`config.mk`:
```
export PLATFORM = sky130hd
export DESIGN_NAME = dec_channel_event_control
export DESIGN_NICKNAME = d
export VERILOG_FILES = /design/src/dec_pkg.sv /design/src/dec_event_match.sv /design/src/dec_avmm_slave.sv /design/src/dec_channel_event_control.sv
export SDC_FILE = /design/constraint.sdc
export NUM_CORES = 1
export LEC_CHECK = 0
export ABC_AREA = 1
export BUFFER_PORTS_ARGS = -buffer_cell sky130_fd_sc_hd__buf_2
export CAP_MARGIN = 20
export CORE_UTILIZATION = 49
export DETAILED_ROUTE_END_ITERATION = 7
export PLACE_DENSITY = 0.79
export SLEW_MARGIN = 20
export SYNTH_ARGS = -nofsm -noshare
export SYNTH_HDL_FRONTEND = slang
export SYNTH_SLANG_ARGS = --single-unit
```
`constraint.sdc`:
```
create_clock -name core_clk -period 1.5 [get_ports core_clk]
set_input_delay 0 -clock core_clk [delete_from_list [all_inputs] [get_ports core_clk]]
set_output_delay 0 -clock core_clk [all_outputs]
set_load 0.005 [all_outputs]
```
`src/dec_pkg.sv`:
```
// Package for the DMA channel event-control block.
// Assumes a single 200 MHz core clock domain and Avalon-MM register access.
package dec_pkg;
   // -----------------------------------------------------------------
   // Register offsets (byte addresses)
   // -----------------------------------------------------------------
   localparam logic [3:0] DEC_OFF_ECON = 4'h0;
   localparam logic [3:0] DEC_OFF_STATUS = 4'h4;
   localparam logic [3:0] DEC_OFF_MASK = 4'h8;
   localparam logic [3:0] DEC_OFF_CHCTL = 4'hC;
   // -----------------------------------------------------------------
   // Event-control field positions
   // -----------------------------------------------------------------
   localparam int DEC_ABORT_SEL_LSB = 16;
   localparam int DEC_START_SEL_LSB = 8;
   localparam int DEC_FORCE_BIT = 7;
   localparam int DEC_ABORT_BIT = 6;
   localparam int DEC_PATTERN_ABORT_ENABLE_BIT = 5;
   localparam int DEC_START_IRQ_ENABLE_BIT = 4;
   localparam int DEC_ABORT_IRQ_ENABLE_BIT = 3;
   // Status/mask bit positions
   localparam int DEC_ST_ABORT_IRQ = 0;
   localparam int DEC_ST_START = 1;
   localparam int DEC_ST_PATTERN = 2;
   localparam int DEC_ST_WIDTH = 3;
   // -----------------------------------------------------------------
   // Reset values
   // -----------------------------------------------------------------
   localparam logic [7:0] DEC_SEL_RST = 8'hFF;
   localparam logic [2:0] DEC_EN_RST = 3'h0;
   localparam logic [DEC_ST_WIDTH-1:0] DEC_MASK_RST = 3'h0;
   localparam logic DEC_CHON_RST = 1'b0;
   // Bus response latency in cycles after request
   localparam int DEC_BUS_WAIT = 1;
endpackage

```
`src/dec_event_match.sv`:
```
// Event matcher: compares an interrupt request number with a selector.
// Assumes the request strobe is a single-cycle pulse from same-clock logic.
`timescale 1ns/100ps
`default_nettype none
module dec_event_match
   import dec_pkg::*;
(
   input wire logic [7:0] irq_num,    // Request number
   input wire logic irq_valid,        // Request strobe
   input wire logic [7:0] sel,        // Selected number
   input wire logic enable,           // Match enable
   output logic hit                   // Qualified match
);
   assign hit = irq_valid & enable & (irq_num == sel);
endmodule
`default_nettype wire

```
`src/dec_avmm_slave.sv`:
```
// Avalon-MM slave front end: one wait state, then a one-cycle access pulse.
// Assumes the master holds its request until waitrequest is seen low.
`timescale 1ns/100ps
`default_nettype none
module dec_avmm_slave
   import dec_pkg::*;
(
   input wire logic core_clk,         // Clock
   input wire logic rst_n,            // Async reset
   input wire logic avs_read,         // Read request
   input wire logic avs_write,        // Write request
   output logic avs_waitrequest,      // Stall
   output logic acc_rd,               // Read pulse
   output logic acc_wr                // Write pulse
);
   logic wait_done_reg;
   wire req = avs_read | avs_write;
   always_ff @(posedge core_clk or negedge rst_n)
   begin
      if (!rst_n)
         wait_done_reg <= 1'b0;
      else
         wait_done_reg <= req & ~wait_done_reg;
   end
   assign avs_waitrequest = req & ~wait_done_reg;
   assign acc_rd = avs_read & wait_done_reg;
   assign acc_wr = avs_write & wait_done_reg;
endmodule
`default_nettype wire

```
`src/dec_channel_event_control.sv`:
```
// DMA channel event-control block with register file and interrupt.
// Assumes irq_num/irq_valid come from same-clock interrupt logic and the
// transfer engine accepts one-cycle start and abort pulses.
// -----------------------------------------------------------------
// -----------------------------------------------------------------
//
// Our own choices: register access over Avalon-MM and the address map.
`timescale 1ns/100ps
`default_nettype none
module dec_channel_event_control
   import dec_pkg::*;
(
   input wire logic core_clk,            // 200 MHz clock
   input wire logic rst_n,               // Async reset, active low
   input wire logic [3:0] avs_address,   // Byte address
   input wire logic avs_read,            // Read strobe
   input wire logic avs_write,           // Write strobe
   input wire logic [31:0] avs_writedata, // Write data
   input wire logic [3:0] avs_byteenable, // Byte lanes
   output logic [31:0] avs_readdata,     // Read data
   output logic avs_waitrequest,         // Stall
   input wire logic [7:0] irq_num,       // Interrupt number
   input wire logic irq_valid,           // Interrupt strobe
   input wire logic pattern_match,       // Pattern match pulse
   output logic xfer_start,              // Start command pulse
   output logic xfer_abort,              // Abort command pulse
   output logic channel_on,              // Channel enable level
   output logic irq_out                  // Interrupt level
);
   // -----------------------------------------------------------------
   // Registers
   // -----------------------------------------------------------------
   logic [7:0] abort_irq_select_reg;
   logic [7:0] start_irq_select_reg;
   logic pattern_abort_enable_reg;
   logic start_irq_enable_reg;
   logic abort_irq_enable_reg;
   logic channel_on_reg;
   logic [DEC_ST_WIDTH-1:0] status_reg;
   logic [DEC_ST_WIDTH-1:0] mask_reg;
   logic xfer_start_reg;
   logic xfer_abort_reg;
   logic [31:0] rdata_reg;
   logic acc_rd;
   logic acc_wr;
   logic start_hit;
   logic abort_hit;

   // -----------------------------------------------------------------
   // Bus front end and decode
   // -----------------------------------------------------------------
   dec_avmm_slave u_slave (
      .core_clk(core_clk),
      .rst_n(rst_n),
      .avs_read(avs_read),
      .avs_write(avs_write),
      .avs_waitrequest(avs_waitrequest),
      .acc_rd(acc_rd),
      .acc_wr(acc_wr)
   );

   // Offset decode shared by all register selects
   function automatic logic addr_is(input logic [3:0] addr, input logic [3:0] off);
      return addr == off;
   endfunction

   wire sel_econ = addr_is(avs_address, DEC_OFF_ECON);
   wire sel_status = addr_is(avs_address, DEC_OFF_STATUS);
   wire sel_mask = addr_is(avs_address, DEC_OFF_MASK);
   wire sel_chctl = addr_is(avs_address, DEC_OFF_CHCTL);
   wire wr_econ = acc_wr & sel_econ;
   wire wr_b0 = wr_econ & avs_byteenable[0];
   wire wr_b1 = wr_econ & avs_byteenable[1];
   wire wr_b2 = wr_econ & avs_byteenable[2];
   wire wr_mask = acc_wr & sel_mask & avs_byteenable[0];
   wire wr_chctl = acc_wr & sel_chctl & avs_byteenable[0];
   wire rd_status = acc_rd & sel_status;

   // -----------------------------------------------------------------
   // Event detection
   // -----------------------------------------------------------------
   dec_event_match u_start_match (
      .irq_num(irq_num),
      .irq_valid(irq_valid),
      .sel(start_irq_select_reg),
      .enable(start_irq_enable_reg),
      .hit(start_hit)
   );
   dec_event_match u_abort_match (
      .irq_num(irq_num),
      .irq_valid(irq_valid),
      .sel(abort_irq_select_reg),
      .enable(abort_irq_enable_reg),
      .hit(abort_hit)
   );

   wire force_wr = wr_b0 & avs_writedata[DEC_FORCE_BIT];
   wire abort_wr = wr_b0 & avs_writedata[DEC_ABORT_BIT];
   wire pat_hit = pattern_match & pattern_abort_enable_reg;
   wire abort_any = abort_hit | abort_wr | pat_hit;
   // Abort wins over a simultaneous start
   wire start_any = (start_hit | force_wr) & ~abort_any;
   wire [DEC_ST_WIDTH-1:0] st_events = {pat_hit, start_any, abort_hit};
   // Read clears only the bits it returned; an event in the wait cycle survives
   wire [DEC_ST_WIDTH-1:0] st_clear = rd_status ? rdata_reg[DEC_ST_WIDTH-1:0] : '0;

   // -----------------------------------------------------------------
   // Control register
   // -----------------------------------------------------------------
   always_ff @(posedge core_clk or negedge rst_n)
   begin
      if (!rst_n)
      begin
         abort_irq_select_reg <= DEC_SEL_RST;
         start_irq_select_reg <= DEC_SEL_RST;
         {pattern_abort_enable_reg, start_irq_enable_reg, abort_irq_enable_reg} <= DEC_EN_RST;
      end
      else
      begin
         if (wr_b2)
            abort_irq_select_reg <= avs_writedata[DEC_ABORT_SEL_LSB +: 8];
         if (wr_b1)
            start_irq_select_reg <= avs_writedata[DEC_START_SEL_LSB +: 8];
         if (wr_b0)
         begin
            pattern_abort_enable_reg <= avs_writedata[DEC_PATTERN_ABORT_ENABLE_BIT];
            start_irq_enable_reg <= avs_writedata[DEC_START_IRQ_ENABLE_BIT];
            abort_irq_enable_reg <= avs_writedata[DEC_ABORT_IRQ_ENABLE_BIT];
         end
      end
   end

   // Channel on: pattern abort clears it, and wins over a write
   always_ff @(posedge core_clk or negedge rst_n)
   begin
      if (!rst_n)
         channel_on_reg <= DEC_CHON_RST;
      else if (pat_hit)
         channel_on_reg <= 1'b0;
      else if (wr_chctl)
         channel_on_reg <= avs_writedata[0];
   end

   // Command pulses to the transfer engine
   always_ff @(posedge core_clk or negedge rst_n)
   begin
      if (!rst_n)
      begin
         xfer_start_reg <= 1'b0;
         xfer_abort_reg <= 1'b0;
      end
      else
      begin
         xfer_start_reg <= start_any;
         xfer_abort_reg <= abort_any;
      end
   end

   // -----------------------------------------------------------------
   // Status, mask and interrupt; event set wins over read clear
   // -----------------------------------------------------------------
   always_ff @(posedge core_clk or negedge rst_n)
   begin
      if (!rst_n)
      begin
         status_reg <= '0;
         mask_reg <= DEC_MASK_RST;
      end
      else
      begin
         status_reg <= (status_reg & ~st_clear) | st_events;
         if (wr_mask)
            mask_reg <= avs_writedata[DEC_ST_WIDTH-1:0];
      end
   end

   // -----------------------------------------------------------------
   // Read data
   // -----------------------------------------------------------------
   wire [31:0] econ_rd = {8'h00, abort_irq_select_reg, start_irq_select_reg,
                          2'b00,
                          pattern_abort_enable_reg, start_irq_enable_reg, abort_irq_enable_reg,
                          3'b000};
   wire [31:0] rd_mux = sel_econ ? econ_rd :
                        sel_status ? {29'h0, status_reg} :
                        sel_mask ? {29'h0, mask_reg} :
                        sel_chctl ? {31'h0, channel_on_reg} : 32'h0000_0000;

   always_ff @(posedge core_clk or negedge rst_n)
   begin
      if (!rst_n)
         rdata_reg <= 32'h0000_0000;
      else if (avs_read & avs_waitrequest)
         rdata_reg <= rd_mux;
   end

   assign avs_readdata = rdata_reg;
   assign xfer_start = xfer_start_reg;
   assign xfer_abort = xfer_abort_reg;
   assign channel_on = channel_on_reg;
   assign irq_out = |(status_reg & mask_reg);
endmodule
`default_nettype wire

```
==> results of run 1 <==
## metrics by stage
step	utilization	area, µm²	power (mW)	hold slack (ns)
final	0.679	3210	3.16	0.0189
after global routing	0.679	3210	3.32	0.0252
after CTS	0.679	3210	3.19	0.00283
after detailed placement	0.601	2840	2.16	0.0203
after global placement	0.601	2840	2.14	0.0115
after floorplan	-	2440	1.95	-0.296
## where the power goes
| part | leakage [nW] | internal (mW) | switching (mW) |
|---|---|---|---|
| clock | 0.0612 | 0.540 | 0.436 |
| combinational | 1.13 | 0.248 | 0.299 |
| sequential | 0.614 | 1.56 | 0.0797 |
| total | 1.80 | 2.35 | 0.815 |
## cells by family after synthesis
logic type / count (synthesis) / synth area share
other cells: 1 / 0.00156
buf+inv: 59 / 0.115
flops: 51 / 0.538
compound gates: 55 / 0.135
xor+xnor: 7 / 0.0254
simple gates: 113 / 0.185
## what timing repair did
action / in CTS / in global routing
hold endpoints to repair: 44 / 0
hold buffers: 25 / 0
buffers inserted: 0 / 0
## layout make-up
cell class / count / area share
Tap cell: 67 / 0.0262
Inverter: 42 / 0.0492
Clock inverter: 2 / 0.0109
Timing Repair Buffer: 104 / 0.212
Clock buffer: 6 / 0.0258
Multi-Input combinational cell: 185 / 0.272
Sequential cell: 51 / 0.404
## worst max-delay path: stages (launching register included)
cell	delay, ns
dfrtp_1	0.42
nor2_2	0.15
nand2_1	0.07
or2_1	0.31
buf_4	0.20
o21ai_0	0.15
## cell usage after synthesis
master / n
inv_1: 42
o221ai_1: 1
a31oi_1: 1
or2_2: 2
conb_1: 1
buf_6: 2
dfrtp_1: 35
xnor2_1: 5
nand2_1: 68
dfstp_2: 16
clkbuf_1: 3
nand3_1: 7
buf_2: 2
or2_1: 1
o21ai_0: 18
nand3b_1: 1
a21oi_1: 21
nor2_2: 1
o311a_1: 1
buf_4: 10
o22ai_1: 3
xor2_1: 2
nor2_1: 33
o21ai_2: 10
## metal layers
layer  GRT usage  vias to the layer above
li1            -                     1070
met1       0.266                      978
met2       0.394                       68
met3      0.0542                        7
met4      0.0654                        0
met5           0                        -
## final timing paths
path,startpoint,end,slack [ns],cells after the start
worst min-delay path,avs_write,u_slave.wait_done_reg,0.02,3
min in group asynchronous,rst_n,channel_on,0.21,2
worst min register to register,avs_readdata[17],avs_readdata[17],0.49,2
worst max register to register,u_slave.wait_done_reg,avs_readdata[9],0.11,5
max in group asynchronous,rst_n,abort_irq_select_reg[1],0.67,3
worst max-delay path,u_slave.wait_done_reg,avs_readdata[9],0.11,5
==> summary.txt, run 1 <==
Place
  • # port buffers: 71
  • Place WS: 0.126 ns
  • Final HPWL DP: 3890 µm
  • Inst Count DP: 424
  • Routability Congestion: 0.856

Worst setup path
  • CP Class: register to register
  • Critical path required time: 1.72 ns
  • Crit-path max FO: 8
  • Critical path startpoint category: register
  • Critical Path Sink Type: register
  • CP Data Arrival Time: 1.61 ns

Floorplanning
  • Top Ports: 91
  • Site Rows: 25
  • Die Span X: 72.1 µm
  • Die Ht: 72.1 µm
  • Die area: 5200 µm²
  • Initial Util: 0.510
  • Core area: 4720 µm²

Final layout
  • Layout fillers: 375
  • Max reg flops: 22
  • Fin cells: 457
  • Multi-input logic area: 872 µm²
  • Nets: 443
  • Synth-to-Final Area Change: 33.0%
  • Commonest non-fill, non-tap cell in the layout: buf_2
  • Most frequent cells in the layout: buf_2 (71), nand2_1 (68), inv_1 (42)
  • Register area: 1300 µm²
  • Layout cells sized above 1: 0.297
  • N_diodes: 0

STA
  • Final setup viols: 0
  • Max Freq: 720 MHz
  • Clock skew: 0.00360 ns
  • Period utilisation layout: 0.926
  • Fin crit period: 1.39 ns
  • Slew Limit Fails: 0
  • Worst setup margin: 0.111 ns
  • Max transition margin: 0.635
  • Final hold vios: 0
  • Worst slew pin tran: 0.547 ns
  • RSZ-0062 raised after global routing: no
  • TNS Setup: 0 ns

Detailed routing
  • Vias after detailed routing: 2123
  • DR iter-0 viols: 56
  • Metal1 wirelength: 2310 µm
  • Detail Route Antenna Nets: 0
  • DR pass1 iterations: 4
  • Met2 routed WL: 2650 µm
  • Met3 wire len: 361 µm
  • Highest Signal Layer: met4
  • Via/cell ratio: 4.65
  • Average wire per standard cell: 11.8 µm
  • Wirelength, routed: 5410 µm
  • DRC viols: 0

Logic synthesis
  • Synth top area share: 0.363
  • Register bit total from synthesis: 51
  • Syn. warnings: 0
  • Post-synth top area cell: dfrtp_1
  • Part of the Yosys area used for sequential elements: 0.538
  • Netlist cell types: 24
  • Top post-synthesis cells by area: dfrtp_1 (36%), dfstp_2 (17%), nand2_1 (11%)
  • Cells after synthesis: 286
  • Avg Inst Size Synth: 8.43 µm²
  • Mapped Area: 2410 µm²

CTS
  • TritonCTS Sinks: 51
  • H-Tree Level Count: 2
  • CTS buffer count: 5
  • Resized Gates After CTS: 0
  • Clock Tree Buf Depth: 2
  • Latest clock arrival within the worst-skew pair: 0.30 ns
  • Clock tree from TritonCTS: built
  • Root buffer cell: clkbuf_8
  • CTS clock-pin slew for the worst setup and hold paths: 0.09 ns

Power
  • P_leak: 1.80 nW
  • Peak VDD IR: 735 µV
  • Power Density: 986 nW/µm²

Job
  • Max-cap viol count: 0

Global route
  • Initial antenna violation count: 0
  • Global-route wire length before repair: 8800 µm
  • Largest net degree at the start of global routing: 30
  • Vias in the first global route: 2099
  • GRT Overall Usage: 0.221
  • Gr ovfl total: 0

Outcome
  • Status: completed

Worst hold path
  • HP Class: input port to register
Power figures use the tool's default switching activity.
==> inputs of run 2 (changes only) <==
PLACE_DENSITY = 0.84   (was 0.79)
==> summary.txt, run 2 (same netlist as run 1, synthesis figures left out) <==
Outcome
  • Status: completed

Worst setup path
  • Reg2reg setup slack: 0.12 ns (about the same)
  • Critical path required time: 1.72 ns (about the same)
  • R2R Path Start: u_slave.wait_done_reg
  • CP Class: register to register
  • FF-to-FF path depth: 5 (unchanged)
  • Critical path startpoint category: register
  • Crit-path max FO: 19 (+11)
  • Critical Path Sink Type: register
  • Reg2reg end: avs_readdata[11]
  • CP Data Arrival Time: 1.60 ns (about the same)

STA
  • Period utilisation layout: 0.917 (-0.00852)
  • Fin crit period: 1.38 ns (-0.0128 ns)
  • RSZ-0062 raised after global routing: no
  • Max Freq: 727 MHz (+0.93%)
  • Slew Limit Fails: 0 (unchanged)
  • Max transition margin: 0.641 (+0.00587)
  • Final hold vios: 0 (unchanged)
  • Worst slew pin tran: 0.538 ns (-0.00881 ns)
  • TNS Setup: 0 ns (unchanged)
  • Clock skew: 0.00631 ns (+0.00271 ns)
  • Final setup viols: 0 (unchanged)

Global route
  • Largest net degree at the start of global routing: 30 (unchanged)
  • Gr ovfl total: 0 (unchanged)
  • GRT Overall Usage: 0.219 (-0.00184)
  • Global-route wire length before repair: 8740 µm (-0.70%)
  • Initial antenna violation count: 0 (unchanged)
  • Vias in the first global route: 2120 (+1.0%)

Floorplanning
  • Core area: 4720 µm² (unchanged)
  • Initial Util: 0.510 (unchanged)
  • Die area: 5200 µm² (unchanged)
  • Top Ports: 91 (unchanged)
  • Site Rows: 25 (unchanged)
  • Die Ht: 72.1 µm (unchanged)
  • Die Span X: 72.1 µm (unchanged)

Final layout
  • Nets: 441 (-0.45%)
  • Layout cells sized above 1: 0.294 (-0.00362)
  • N_diodes: 0 (unchanged)
  • Commonest non-fill, non-tap cell in the layout: buf_2
  • Max reg flops: 22 (unchanged)
  • Synth-to-Final Area Change: 32.8% (about the same)
  • Most frequent cells in the layout: buf_2 (71), nand2_1 (68), inv_1 (42)

Detailed routing
  • DRC viols: 0 (unchanged)
  • Vias after detailed routing: 2145 (+1.0%)
  • DR iter-0 viols: 81 (+45%)
  • Average wire per standard cell: 11.8 µm (about the same)
  • DR pass1 iterations: 4 (unchanged)
  • Wirelength, routed: 5380 µm (-0.44%)
  • Detail Route Antenna Nets: 0 (unchanged)
  • Via/cell ratio: 4.71 (+1.5%)

CTS
  • Post-CTS setup buffer count: 0 (unchanged)
  • CTS clock-pin slew for the worst setup and hold paths: 0.09 ns (about the same)
  • TritonCTS Sinks: 51 (unchanged)
  • H-Tree Level Count: 2 (unchanged)
  • Clock tree from TritonCTS: built
  • CTS buffer count: 5 (unchanged)
  • Latest clock arrival within the worst-skew pair: 0.30 ns (about the same)
  • Root buffer cell: clkbuf_8
  • Clock Tree Buf Depth: 2 (unchanged)

Power
  • Peak VDD IR: 722 µV (-1.8%)
  • Total power: 3.21 mW (+1.7%)
  • P_leak: 1.79 nW (-0.34%)
  • Power Density: 1000 nW/µm² (+1.7%)

Place
  • Final HPWL DP: 3800 µm (-2.3%)
  • Routability Congestion: 0.896 (+4.6%)
  • # port buffers: 71 (unchanged)

Worst hold path
  • Hold_sp: avs_writedata[6]
  • HP Class: input port to register
  • Hold path cells: 5 (+2)
  • Worst hold path endpoint: xfer_abort

Job
  • Max-cap viol count: 0 (unchanged)
-- run 2: changes by cell type in the layout (fill, tap and decap cells not counted), sizes merged --
cell,before,now
clkinv,1,0
buf,79,77
clkbuf,6,7
-- run 2: per-layer routing --
layer | up-vias | part of all wire | GRT usage
li1 | 1069 | - | -
met1 | 989 | 0.42 | 0.256
met2 | 80 | 0.50 | 0.389
met3 | 7 | 0.067 | 0.0583
met4 | 0 | 0.012 | 0.0784
met5 | - | 0 | 0
-- run 2: how the worst max path moves through the flow --
stage / start / endpoint / slack [ns] / cells after the start
detailed placement: u_slave.wait_done_reg / avs_readdata[11] / 0.09 / 5
global route: u_slave.wait_done_reg / avs_readdata[23] / 0.01 / 5
CTS: abort_irq_select_reg[4] / status_reg[1] / 0.11 / 9
global placement: u_slave.wait_done_reg / avs_readdata[12] / 0.21 / 5
finish: u_slave.wait_done_reg / avs_readdata[11] / 0.12 / 5
floorplan: u_slave.wait_done_reg / avs_readdata[14] / 0.21 / 6
-- run 2: worst max-delay path: stages, from the launching register on --
cell and delay [ns]:
dfrtp_1 0.42, nor2_2 0.17, nand2_1 0.09, or2_1 0.21
buf_4 0.22, o21ai_0 0.19
-- run 2: power breakdown --
group	internal, mW	total (mW)	switching (mW)	leakage, nW
Combinational	0.248	0.546	0.298	1.12
Clock	0.599	1.03	0.431	0.0636
Sequential	1.56	1.64	0.0798	0.614
-- run 2: what timing repair did --
action / 4_1_cts / 5_1_grt
hold buffers: 25 / 0
hold endpoints to repair: 38 / 0
setup endpoints to repair: 0 / 2
gates resized for setup: 0 / 1
-- run 2: cell type report --
cell class                 count  area (µm²)
fill                         393        1520
sequential                    51        1300
multi-input combinational    185         875
timing repair buffer         102         663
inverter                      42         158
clock buffer                   7        97.6
tap                           67        83.8
clock inverter                 1        30.0
-- run 2: metrics by stage --
step | cell area, µm² | utilization | instances | setup WS (ns) | hold slack [ns]
finish | 3200 | 0.678 | 455 | 0.124 | 0.0165
CTS | 3200 | 0.678 | 455 | 0.106 | 0.00956
detailed placement | 2820 | 0.598 | 422 | 0.0883 | 0.00844
floorplan | 2440 | - | 295 | 0.212 | -0.296
global placement | 2820 | 0.598 | 422 | 0.206 | 0.00501
global route | 3200 | 0.678 | 455 | 0.00975 | 0.0532
==> inputs of run 3 (changes only) <==
--- a/config.mk
+++ b/config.mk
@@ -9,6 +9,8 @@
 export BUFFER_PORTS_ARGS = -buffer_cell sky130_fd_sc_hd__buf_2
 export CAP_MARGIN = 20
+export CORE_ASPECT_RATIO = 0.7
 export CORE_UTILIZATION = 49
 export DETAILED_ROUTE_END_ITERATION = 7
+export GPL_TIMING_DRIVEN = 1
 export PLACE_DENSITY = 0.84
 export SLEW_MARGIN = 20
==> constraint.sdc (replaced) <==
create_clock -name core_clk -period 1.5 [get_ports core_clk]
set_input_delay 0.45 -clock core_clk [delete_from_list [all_inputs] [get_ports core_clk]]
set_output_delay 0.45 -clock core_clk [all_outputs]
set_load 0.005 [all_outputs]
==> summary.txt, run 3 (same netlist as run 1, synthesis figures left out) <==
Detailed routing
  • Detail Route Antenna Nets: 0 (unchanged)
  • Vias after detailed routing: 2076 (-3.2%)
  • DR pass1 iterations: 4 (unchanged)
  • Highest Signal Layer: met4
  • Metal1 wirelength: 2630 µm (+15%)
  • Met2 routed WL: 2390 µm (-10%)
  • Met3 wire len: 367 µm (+1.1%)
  • DR iter-0 viols: 102 (+26%)
  • Wirelength, routed: 5430 µm (+0.84%)
  • Average wire per standard cell: 12.4 µm (+5.0%)
  • DRC viols: 0 (unchanged)
  • Via/cell ratio: 4.75 (+0.77%)

Worst setup path
  • CP Buf/Inv Count: 1 (unchanged)
  • Crit-path max FO: 3 (-16)
  • Slowest-stage cell, CP: dfrtp_1
  • CP Class: register to output pin
  • Crit-path max cell delay: 0.42 ns (about the same)
  • R2R Path Start: abort_irq_select_reg[4]
  • FF-to-FF path depth: 9 (+4)
  • CP cell instances: nand2_1, o221ai_2, buf_2
  • Critical path startpoint category: register
  • Reg2reg end: status_reg[1]
  • Critical path required time: 1.05 ns (-0.67 ns)
  • Reg2reg setup slack: 0.16 ns (+0.04 ns)
  • CP Data Arrival Time: 1.02 ns (-0.58 ns)
  • Worst path top cell family by delay: flip-flops
  • Critical Path Sink Type: output pin

Floorplanning
  • Top Ports: 91 (unchanged)
  • Die area: 5210 µm² (about the same)
  • Site Rows: 20 (-20%)
  • Initial Util: 0.532 (+0.0219)
  • Die Ht: 60.7 µm (-16%)
  • Die Span X: 85.8 µm (+19%)
  • Core area: 4530 µm² (-4.1%)

Job
  • Max-cap viol count: 0 (unchanged)

Global route
  • Gr ovfl total: 0 (unchanged)
  • Vias in the first global route: 1857 (-12%)
  • Largest net degree at the start of global routing: 52 (+73%)
  • GRT Overall Usage: 0.226 (+0.00631)
  • Global-route wire length before repair: 8670 µm (-0.79%)
  • Initial antenna violation count: 0 (unchanged)

CTS
  • Latest clock arrival within the worst-skew pair: 0.31 ns (about the same)
  • CTS clock-pin slew for the worst setup and hold paths: 0.10 ns (about the same)
  • Clock tree from TritonCTS: built
  • H-Tree Level Count: 2 (unchanged)
  • TritonCTS Sinks: 51 (unchanged)
  • Root buffer cell: clkbuf_8
  • CTS buffer count: 5 (unchanged)
  • Clock Tree Buf Depth: 2 (unchanged)
  • Cts hold-fix bufs: 0 (-100%)

STA
  • Fin crit period: 1.47 ns (+0.0984 ns)
  • Fin Hold WS: 0.115 ns (+0.0988 ns)
  • Max Freq: 678 MHz (-6.7%)
  • Period utilisation layout: 0.983 (+0.0656)
  • TNS Setup: 0 ns (unchanged)
  • Final setup viols: 0 (unchanged)
  • Final hold vios: 0 (unchanged)
  • RSZ-0062 raised after global routing: yes
  • Slew Limit Fails: 0 (unchanged)
  • Worst setup margin: 0.0256 ns (-0.0984 ns)
  • Clock skew: 0.0149 ns (+0.00860 ns)

Place
  • Inst Count DP: 426 (+0.95%)
  • Post-place instance area: 2870 µm² (+1.7%)
  • # port buffers: 71 (unchanged)
  • Routability Congestion: 0.964 (+7.6%)
  • Final HPWL DP: 4040 µm (+6.4%)
  • Place WS: -0.184 ns (-0.272 ns)

Power
  • Power Density: 1030 nW/µm² (+2.8%)
  • P_leak: 1.72 nW (-4.0%)
  • Total power: 3.10 mW (-3.5%)
  • Peak VDD IR: 657 µV (-9.0%)

Outcome
  • Status: completed

Final layout
  • Post-Route Utilization: 0.664 (-0.0141)
  • Synth-to-Final Area Change: 24.8%
  • Commonest non-fill, non-tap cell in the layout: buf_2
  • Layout cells sized above 1: 0.337 (+0.0431)
  • Post-route design area: 3010 µm² (-6.1%)
  • Max reg flops: 22 (unchanged)
  • Fin cells: 437 (-4.0%)
  • Most frequent cells in the layout: buf_2 (71), nand2_1 (68), inv_1 (39)
  • N_diodes: 0 (unchanged)
  • Nets: 424 (-3.9%)

Worst hold path
  • HP Class: input port to async pin
-- run 3: cell count changes in the layout (fill, tap and decap cells not counted), sizes merged --
| cell | delta |
|---|---|
| buf | +8 |
| clkbuf | -2 |
| clkinv | +2 |
| dlygate4sd3 | -25 |
-- run 3: where the power goes --
part	internal, mW	total [mW]	switching [mW]
combinational	0.228	0.532	0.304
clock	0.489	0.925	0.436
sequential	1.56	1.65	0.0863
total	2.28	3.10	0.826
-- run 3: worst register-to-register path, delay by kind of cell (launching register included) --
family / cells / cell delay, ns
buffers and inverters: 1 / 0.08
AND/OR/NAND/NOR: 8 / 0.61
flip-flops: 1 / 0.54
-- run 3: timing repair --
item | 4_1_cts | 5_1_grt
setup endpoints to repair | 1 | 2
buffers inserted | 0 | 3
endpoints found under the hold margin | 0 | 0
pin swaps | 0 | 1
resized for setup | 2 | 2
-- run 3: how the worst max path moves through the flow --
stage                    from                      end  slack (ns)  depth (start not counted)
2_1_floorplan  avs_address[1]              mask_reg[0]        0.07                          6
3_3_place_gp   avs_address[1]  abort_irq_select_reg[2]       -0.12                          8
3_5_place_dp   avs_address[1]  start_irq_select_reg[5]       -0.18                          7
4_1_cts         status_reg[1]                  irq_out        0.02                          3
5_1_grt           mask_reg[1]                  irq_out       -0.02                          3
6_report        status_reg[2]                  irq_out        0.03                          3
-- run 3: cell type report --
type | count | area, µm²
inverter | 42 | 158
timing repair buffer | 85 | 485
multi-input combinational | 185 | 878
sequential | 51 | 1300
clock buffer | 5 | 68.8
fill | 376 | 1520
tap | 66 | 82.6
clock inverter | 3 | 38.8
-- run 3: per-layer routing --
metal | vias to the layer above | global-route usage
met3 | 5 | 0.0490
met2 | 73 | 0.343
li1 | 1038 | -
met5 | - | 0
met4 | 0 | 0.0762
met1 | 960 | 0.327
